**src/pkg/tmrcl_pkg.sv**
```systemverilog
// Constants and types for the timer interrupt clear and interval-load block
package tmrcl_pkg;
   // Register bus geometry
   localparam int TMRCL_AW = 8;
   localparam int TMRCL_DW = 32;
   localparam int TMRCL_NIRQ = 11;
   // Byte offsets of the registers
   localparam logic [7:0] TMRCL_OFS_MASK = 8'h18;
   localparam logic [7:0] TMRCL_OFS_RAW = 8'h1c;
   localparam logic [7:0] TMRCL_OFS_MSK_STAT = 8'h20;
   localparam logic [7:0] TMRCL_OFS_CLEAR = 8'h24;
   localparam logic [7:0] TMRCL_OFS_A_RELOAD = 8'h28;
   localparam logic [7:0] TMRCL_OFS_B_RELOAD = 8'h2c;
   // Interrupt bit positions
   localparam int TMRCL_BIT_B_CAP_EVENT = 10;
   localparam int TMRCL_BIT_B_CAP_MATCH = 9;
   localparam int TMRCL_BIT_B_TIMEOUT = 8;
   localparam int TMRCL_BIT_RTC_EVENT = 3;
   localparam int TMRCL_BIT_A_CAP_EVENT = 2;
   localparam int TMRCL_BIT_A_CAP_MATCH = 1;
   localparam int TMRCL_BIT_A_TIMEOUT = 0;
   // Defined interrupt bits; 7:4 are reserved
   localparam logic [10:0] TMRCL_IRQ_DEFINED = 11'h70f;
   // Load field positions and reset values
   localparam int TMRCL_LOWER_LSB = 0;
   localparam int TMRCL_UPPER_LSB = 16;
   localparam int TMRCL_HALF_W = 16;
   localparam logic [15:0] TMRCL_RELOAD_RST = 16'hffff;
   localparam logic [15:0] TMRCL_UPPER_16BIT = 16'h0000;
   localparam logic [10:0] TMRCL_IRQ_RST = 11'h000;
   localparam logic [31:0] TMRCL_RDATA_RST = 32'h0000_0000;

   // Register bus request
   typedef struct packed {
      logic [7:0] addr;
      logic [31:0] wdata;
      logic wr;
      logic rd;
   } tmrcl_bus_t;

   // Whole block state
   typedef struct packed {
      logic [10:0] raw;
      logic [10:0] mask;
      logic [10:0] masked;
      logic irq;
      logic [15:0] a_reload;
      logic [15:0] b_reload;
      logic a_load;
      logic [31:0] rdata;
   } tmrcl_state_t;
endpackage

```
**src/logic/tmrcl_top.sv**
```systemverilog
// Interrupt clear, status, mask and timer A/B interval-load registers
//
// Our own choice: the plain strobed port.
`timescale 1ns/1ps
`default_nettype none

module tmrcl_top
   import tmrcl_pkg::*;
(
   input wire logic ref_clk,
   input wire logic resetn,
   input wire logic ce,
   input wire logic [7:0] addr,
   input wire logic [31:0] wdata,
   input wire logic wr,
   input wire logic rd,
   input wire logic mode_32,
   input wire logic [10:0] irq_event,
   output logic [31:0] rdata,
   output logic [10:0] raw_status,
   output logic [10:0] masked_status,
   output logic irq,
   output logic [15:0] a_reload,
   output logic [15:0] b_reload,
   output logic a_load
);

   // Register state, its next value and the bus request
   tmrcl_state_t st;
   tmrcl_state_t next_st;
   tmrcl_bus_t bus;

   // Register map, byte offsets on the 8-bit address
   //   0x18  interrupt enable (mask), read/write, bits 10:8 and 3:0
   //   0x1c  raw status, read only, set by events
   //   0x20  masked status, read only, raw status gated by the enable
   //   0x24  write-one clear of both status registers, reads zero
   //   0x28  timer A reload, lower half A, upper half B alias in 32-bit mode
   //   0x2c  timer B reload, writes ignored in 32-bit mode
   // Every other address reads zero and ignores writes.

   // Bit layout shared by enable, raw, masked and clear registers
   //   10    timer B capture event
   //   9     timer B capture match
   //   8     timer B time-out
   //   7:4   reserved, always zero, writes ignored
   //   3     real-time-clock event
   //   2     timer A capture event
   //   1     timer A capture match
   //   0     timer A time-out
   //   31:11 reserved, always zero, writes ignored

   // Bus timing
   //   A strobe is taken at the rising edge with ce high.
   //   A write shows on the outputs one cycle later.
   //   The read word stands for one ce-high cycle after the read strobe
   //   and is zero after every other ce-high cycle, so no hold logic is needed.
   //   The bus never waits; back-to-back strobes are fine.

   // Clock enable
   //   With ce low every flop holds, including the read word and the
   //   timer A load strobe, so a strobe or event in that cycle is lost.
   //   The upstream logic keeps events and strobes for a ce-high cycle.

   // Width configuration
   //   mode_32 is a level from logic on this clock, read with no sync.
   //   B reload keeps its value when the configuration changes, so a
   //   return to 32-bit mode shows the last B value in the upper half.
   //   In 16-bit mode the upper half of the A word reads zero and its
   //   write data is dropped; B is then written through its own register.

   // Hazards
   //   An event and a clear of the same bit in one cycle leave it set,
   //   so software that clears and still finds the bit set knows that a
   //   fresh event arrived.
   //   An enable write and its masked copy move in the same cycle, so irq
   //   follows the new enable one cycle after the write.
   //   A status read returns the value before any event in that cycle.

   // Address decode, one line per register
   logic hit_mask;
   logic hit_raw;
   logic hit_msk_stat;
   logic hit_clear;
   logic hit_a_reload;
   logic hit_b_reload;

   // Accepted writes
   logic wr_mask;
   logic wr_clear;
   logic wr_a_reload;
   logic wr_b_reload;

   // Accepted reads
   logic rd_mask;
   logic rd_raw;
   logic rd_msk_stat;
   logic rd_a_reload;
   logic rd_b_reload;

   // Named clear fields of the clear register
   logic b_capture_event_clear;
   logic b_capture_match_clear;
   logic b_timeout_clear;
   logic rtc_event_clear;
   logic a_capture_event_clear;
   logic a_capture_match_clear;
   logic a_timeout_clear;
   logic [10:0] clear_bits;

   // Write side values
   logic [10:0] next_mask;
   logic [15:0] reload_lower_field;
   logic [15:0] reload_upper_field;
   logic upper_write_ok;
   logic b_write_ok;
   logic [15:0] next_a_reload;
   logic [15:0] next_b_reload;

   // Status values
   logic [10:0] event_bits;
   logic [10:0] next_raw;
   logic [10:0] next_masked;
   logic next_irq;

   // Read side values
   logic [15:0] rd_lower;
   logic [15:0] rd_upper;
   logic [31:0] rd_word_mask;
   logic [31:0] rd_word_raw;
   logic [31:0] rd_word_msk_stat;
   logic [31:0] rd_word_a_reload;
   logic [31:0] rd_word_b_reload;
   logic [31:0] next_rdata;

   // Gather the bus signals into one request
   assign bus = '{addr: addr, wdata: wdata, wr: wr, rd: rd};

   // Full 8-bit compare so no register shows up again in the holes
   assign hit_mask = (bus.addr == TMRCL_OFS_MASK);
   assign hit_raw = (bus.addr == TMRCL_OFS_RAW);
   assign hit_msk_stat = (bus.addr == TMRCL_OFS_MSK_STAT);
   assign hit_clear = (bus.addr == TMRCL_OFS_CLEAR);
   assign hit_a_reload = (bus.addr == TMRCL_OFS_A_RELOAD);
   assign hit_b_reload = (bus.addr == TMRCL_OFS_B_RELOAD);

   // Writes; the status registers have no write path
   assign wr_mask = bus.wr & hit_mask;
   assign wr_clear = bus.wr & hit_clear;
   assign wr_a_reload = bus.wr & hit_a_reload;
   assign wr_b_reload = bus.wr & hit_b_reload;

   // Reads; the clear register has no read path and returns zero
   assign rd_mask = bus.rd & hit_mask;
   assign rd_raw = bus.rd & hit_raw;
   assign rd_msk_stat = bus.rd & hit_msk_stat;
   assign rd_a_reload = bus.rd & hit_a_reload;
   assign rd_b_reload = bus.rd & hit_b_reload;

   // Each clear field acts only for a one written to it
   assign b_capture_event_clear = wr_clear & bus.wdata[TMRCL_BIT_B_CAP_EVENT];
   assign b_capture_match_clear = wr_clear & bus.wdata[TMRCL_BIT_B_CAP_MATCH];
   assign b_timeout_clear = wr_clear & bus.wdata[TMRCL_BIT_B_TIMEOUT];
   assign rtc_event_clear = wr_clear & bus.wdata[TMRCL_BIT_RTC_EVENT];
   assign a_capture_event_clear = wr_clear & bus.wdata[TMRCL_BIT_A_CAP_EVENT];
   assign a_capture_match_clear = wr_clear & bus.wdata[TMRCL_BIT_A_CAP_MATCH];
   assign a_timeout_clear = wr_clear & bus.wdata[TMRCL_BIT_A_TIMEOUT];

   // Clear vector in status layout; reserved positions never clear
   assign clear_bits = {b_capture_event_clear, b_capture_match_clear, b_timeout_clear,
      4'h0, rtc_event_clear, a_capture_event_clear,
      a_capture_match_clear, a_timeout_clear};

   // Enable register; reserved bits are dropped on the way in
   assign next_mask = wr_mask ? (bus.wdata[10:0] & TMRCL_IRQ_DEFINED) : st.mask;

   // Halves of a write to the timer A reload register
   assign reload_lower_field = bus.wdata[TMRCL_LOWER_LSB +: TMRCL_HALF_W];
   assign reload_upper_field = bus.wdata[TMRCL_UPPER_LSB +: TMRCL_HALF_W];

   // Upper half reaches B only in 32-bit mode, B's own register only in 16-bit mode
   assign upper_write_ok = wr_a_reload & mode_32;
   assign b_write_ok = wr_b_reload & ~mode_32;

   // Lower field always loads timer A
   assign next_a_reload = wr_a_reload ? reload_lower_field : st.a_reload;

   // Timer B reload from either path, otherwise held
   assign next_b_reload = upper_write_ok ? reload_upper_field :
      (b_write_ok ? reload_lower_field : st.b_reload);

   // Event pulses on reserved positions are ignored
   assign event_bits = irq_event & TMRCL_IRQ_DEFINED;

   // One status cell per interrupt bit
   for (genvar i = 0; i < TMRCL_NIRQ; i++) begin : g_status
      if (TMRCL_IRQ_DEFINED[i]) begin : g_used
         // Set wins over clear so an event is never lost
         assign next_raw[i] = event_bits[i] | (st.raw[i] & ~clear_bits[i]);
         // Masked copy follows the raw bit through the enable
         assign next_masked[i] = next_raw[i] & next_mask[i];
      end else begin : g_reserved
         // Reserved positions stay at zero
         assign next_raw[i] = 1'b0;
         assign next_masked[i] = 1'b0;
      end
   end

   // Level interrupt from any enabled pending bit
   assign next_irq = |next_masked;

   // Halves of the A reload word as read back
   assign rd_lower = st.a_reload;
   assign rd_upper = mode_32 ? st.b_reload : TMRCL_UPPER_16BIT;

   // Read words with reserved bits as zero
   assign rd_word_mask = {21'h0, st.mask};
   assign rd_word_raw = {21'h0, st.raw};
   assign rd_word_msk_stat = {21'h0, st.masked};
   assign rd_word_a_reload = {rd_upper, rd_lower};
   assign rd_word_b_reload = {16'h0, st.b_reload};

   // Next value of the whole state
   always_comb begin
      next_st = st;
      next_st.raw = next_raw;
      next_st.mask = next_mask;
      next_st.masked = next_masked;
      next_st.irq = next_irq;
      next_st.a_reload = next_a_reload;
      next_st.b_reload = next_b_reload;
      next_st.a_load = wr_a_reload;
      next_rdata = TMRCL_RDATA_RST;
      if (rd_mask) begin
         next_rdata = rd_word_mask;
      end else if (rd_raw) begin
         next_rdata = rd_word_raw;
      end else if (rd_msk_stat) begin
         next_rdata = rd_word_msk_stat;
      end else if (rd_a_reload) begin
         next_rdata = rd_word_a_reload;
      end else if (rd_b_reload) begin
         next_rdata = rd_word_b_reload;
      end
      next_st.rdata = next_rdata;
   end

   // State register with clock enable
   always_ff @(posedge ref_clk or negedge resetn) begin
      if (!resetn) begin
         st.raw <= TMRCL_IRQ_RST;
         st.mask <= TMRCL_IRQ_RST;
         st.masked <= TMRCL_IRQ_RST;
         st.irq <= 1'b0;
         st.a_reload <= TMRCL_RELOAD_RST;
         st.b_reload <= TMRCL_RELOAD_RST;
         st.a_load <= 1'b0;
         st.rdata <= TMRCL_RDATA_RST;
      end else if (ce) begin
         st <= next_st;
      end
   end

   // Outputs straight from the state flops
   assign rdata = st.rdata;
   assign raw_status = st.raw;
   assign masked_status = st.masked;
   assign irq = st.irq;
   assign a_reload = st.a_reload;
   assign b_reload = st.b_reload;
   assign a_load = st.a_load;

endmodule
`default_nettype wire

```
**config.mk**
```make
export PLATFORM = sky130hd
export DESIGN_NAME = tmrcl_top
export DESIGN_NICKNAME = d
export VERILOG_FILES = /design/src/pkg/tmrcl_pkg.sv /design/src/logic/tmrcl_top.sv
export SDC_FILE = /design/constraint.sdc
export NUM_CORES = 1
export LEC_CHECK = 0
export BUFFER_PORTS_ARGS = -buffer_cell sky130_fd_sc_hd__buf_4
export CAP_MARGIN = 40
export CORE_UTILIZATION = 39
export CTS_CLUSTER_SIZE = 20
export DETAILED_ROUTE_END_ITERATION = 8
export GPL_ROUTABILITY_DRIVEN = 0
export PLACE_DENSITY_LB_ADDON = 0.2
export SLEW_MARGIN = 40
export SYNTH_ARGS = -nofsm -noshare
export SYNTH_HDL_FRONTEND = slang
export SYNTH_SLANG_ARGS = --single-unit
```
**constraint.sdc**
```tcl
create_clock -name ref_clk -period 1.65 [get_ports ref_clk]
set_clock_uncertainty 0.05 [all_clocks]
set_input_delay 0.2475 -clock ref_clk [delete_from_list [all_inputs] [get_ports ref_clk]]
set_output_delay 0.2475 -clock ref_clk [all_outputs]
set_load 0.005 [all_outputs]
```
==> flow_summary.yaml <==
clock_tree:
  cts_buffers: 9
  clk_latency_ns: 0.36
  htree_levels: 3
  cts_root_buffer: "clkbuf_8"
  clkSinkCount: 87
  clkTransAtPathRegs_ns: 0.09
  clk_path_buf_depth: 2
  cts_tree: "done"
placed_design:
  post-place-ws_ns: -0.5365
  hpwlAfterDp_um: 9041
  placedCellCount: 652
  port_buffers: 132
global_route:
  grt_pass1_vias: 3738
  grt_overflow: 0
  grt_max_degree: 41
  grt_pass1_wl_um: 19830
  track_usage_pct: 22.71
  antenna_found_initial: 0
run_status:
  status: "complete, but fails checks"
  violations: "setup timing"
setup_path:
  startpoint: "addr[1]"
  slowest_stage: "or4b_4"
  worstPathCellList: "buf_4, or4b_4, buf_4, nor3_4, a211oi_2, nor4_2, a41oi_2"
  r2r_start: "raw_status[0]$_DFFE_PN0P_"
  end_kind: "flip-flop"
  crit_type: "in2reg"
  startpoint_type: "input port"
  cpMostUsedCell: "buf_4"
  worstPathMaxFanout: 4
  required_ns: 1.82
  max_stage_delay_ns: 0.56
  worstPathArrival_ns: 1.85
logic_synthesis:
  synth_top_cell_by_area: "dfrtp_1"
  syn_area_per_cell_um2: 11.53
  synth.cell_area_mm2: 0.004242
  synthCells: 368
  seq_area_frac_synth_pct: 52.27
  synth_cell_types: 48
  ys.flop_type: "dfrtp_1"
  async_flop_share_pct: 100.0
  synthTopCellsByArea: "dfrtp_1 (32%), dfstp_2 (20%), mux2_2 (7.7%), mux2i_1 (5.0%), a22o_1 (4.3%)"
  synth_edf_count: 0
  synth.top_cell.area_share_pct: 32.45
  synth.ff_latch_count: 87
  yosys_warnings: 0
detailed_routing:
  vias: 3644
  firstDrtPassIters: 5
  vias_per_cell: 5.439
  drtIter0Drc: 169
  routed_wl_um: 12330
  wire_per_inst_um: 18.40
  drtAntennaViolNets: 0
  drc: 0
timing:
  tns_ns: -0.02442
  layout_setup_ws_ns: -0.02442
  hold_viol: 0
  tightest_slew_ns: 0.5031
  setup_violations: 1
  min_period_ns: 1.674
  slew-limit-headroom_pct: 66.15
  maxSlewViolCount: 0
  finalCritPeriodShare_pct: 101.5
  fin_hold_ws_ns: 0.08029
  fmax_ghz: 0.5972
  grt_setup_unrepaired: "true"
final_layout:
  final_common_cell: "buf_4"
  final_nets: 586
  num_antenna_cells: 0
  instances_no_fill: 670
  multi_input_area_mm2: 0.001914
  fill_cells: 898
  area_growth_pct: 39.85
  layout_common_cells: "buf_4 (167), dfrtp_1 (55), nor2_1 (32), dfstp_2 (32), mux2_2 (29)"
  drive_gt1_share_pct: 52.06
  regArea_mm2: 0.002217
floorplan:
  die_x_um: 106.3
  io_pins: 145
  start_util_pct: 40.72
  die_y_um: 106.3
  core_area_mm2: 0.01042
  core.rowCount: 37
  die_area_mm2: 0.01130
worst_hold_path:
  hold_path_class: "in2reg"
  worstHoldStart: "wdata[13]"
run:
  cap_violations: 0
power:
  p_leak_uw: 0.002872
  finalPower_uw: 4144
  ir_drop_mv: 0.3855
  power_density_mw_per_mm2: 698.6
==> synth_stat cells (all sizes together), types with 2 or more instances <==
library cell and instances:
and3 3, dfstp 32, a31oi 7, buf 21
a21oi 20, nor4 13, o22ai 2, nand3 12
or3b 2, o21ai 7, o2bb2ai 14, mux2i 21
or4b 2, nor2 35, inv 5, nor3 4
a22o 21, dfrtp 55, a221oi 4, a22oi 12
a311o 2, nand2 5, mux2 29, clkbuf 14
or2 2, nor3b 2, nor2b 2, nand2b 6
==> cells by family (layout without fill, tap and decap cells) <==
family | Yosys count | in the layout | share of synthesized area, %
XOR/XNOR | 1 | 1 | 0.2065
AND/OR/NAND/NOR | 92 | 92 | 12.54
flip-flops | 87 | 87 | 52.27
multiplexers | 50 | 50 | 12.65
other | 1 | 8 | 0.08841
buffers and inverters | 40 | 199 | 5.074
AO/OA/AOI/OAI | 97 | 97 | 17.17
==> cell type report <==
type	instances	area share (%)
Multi-Input combinational cell	248	32.27
Timing Repair Buffer	178	24.24
Tap cell	136	2.869
Clock buffer	10	2.151
Inverter	5	0.3164
Clock inverter	6	0.7804
Sequential cell	87	37.38
==> per-layer routing <==
layer	vias to the layer above	track usage, %	routed length, um
li1	1689	-	-
met1	1792	28.67	5212
met2	158	38.87	6076
met3	5	6.499	991
met4	0	4.167	46
met5	-	0	0
==> timing repair <==
action	4_1_cts	5_1_grt
buffers inserted	1	0
resized for setup	8	6
pin swaps	5	3
setup endpoints to repair	24	16
hold buffers	1	0
endpoints found under the hold margin	16	0
==> state kept, by name, summed over array words and instances, names as in the netlist <==
signal and flops:
a_load 1, a_reload 16, b_reload 16, irq 1, masked_status 7, raw_status 7
rd_word_mask 7, rdata 32
==> stage by stage <==
stage          util [%]  area [um2]
6_report          56.95        5932
3_5_place_dp      54.40        5667
3_3_place_gp      54.40        5667
4_1_cts           56.60        5896
5_1_grt           56.95        5932
2_1_floorplan         -        4320
==> final timing paths <==
check	endpoint	slack, ns	cells past startpoint
max in group asynchronous	a_reload[10]$_DFFE_PN1P_	0.69	3
min in group asynchronous	rd_word_mask[0]$_DFFE_PN0P_	0.28	2
worst min-delay path	a_reload[13]$_DFFE_PN1P_	0.08	2
worst max register to register	irq$_DFFE_PN0P_	0.03	5
worst max-delay path	irq$_DFFE_PN0P_	-0.02	7
worst min register to register	rdata[11]$_DFFE_PN0P_	0.45	1
==> report_power, final <==
group / total, uW / internal, uW / leakage (uW) / switching (uW)
combinational: 522 / 267 / 0.00173 / 255
sequential: 2270 / 2210 / 0.00105 / 54.1
clock: 1360 / 561 / 0.0000886 / 794
total: 4140 / 3040 / 0.00287 / 1100
==> critical path, delay by kind of cell <==
kind,cells,cell delay (ns)
buffers and inverters,2,0.29
AND/OR/NAND/NOR,3,1.04
AO/OA/AOI/OAI,2,0.26
Power figures use the tool's default switching activity.
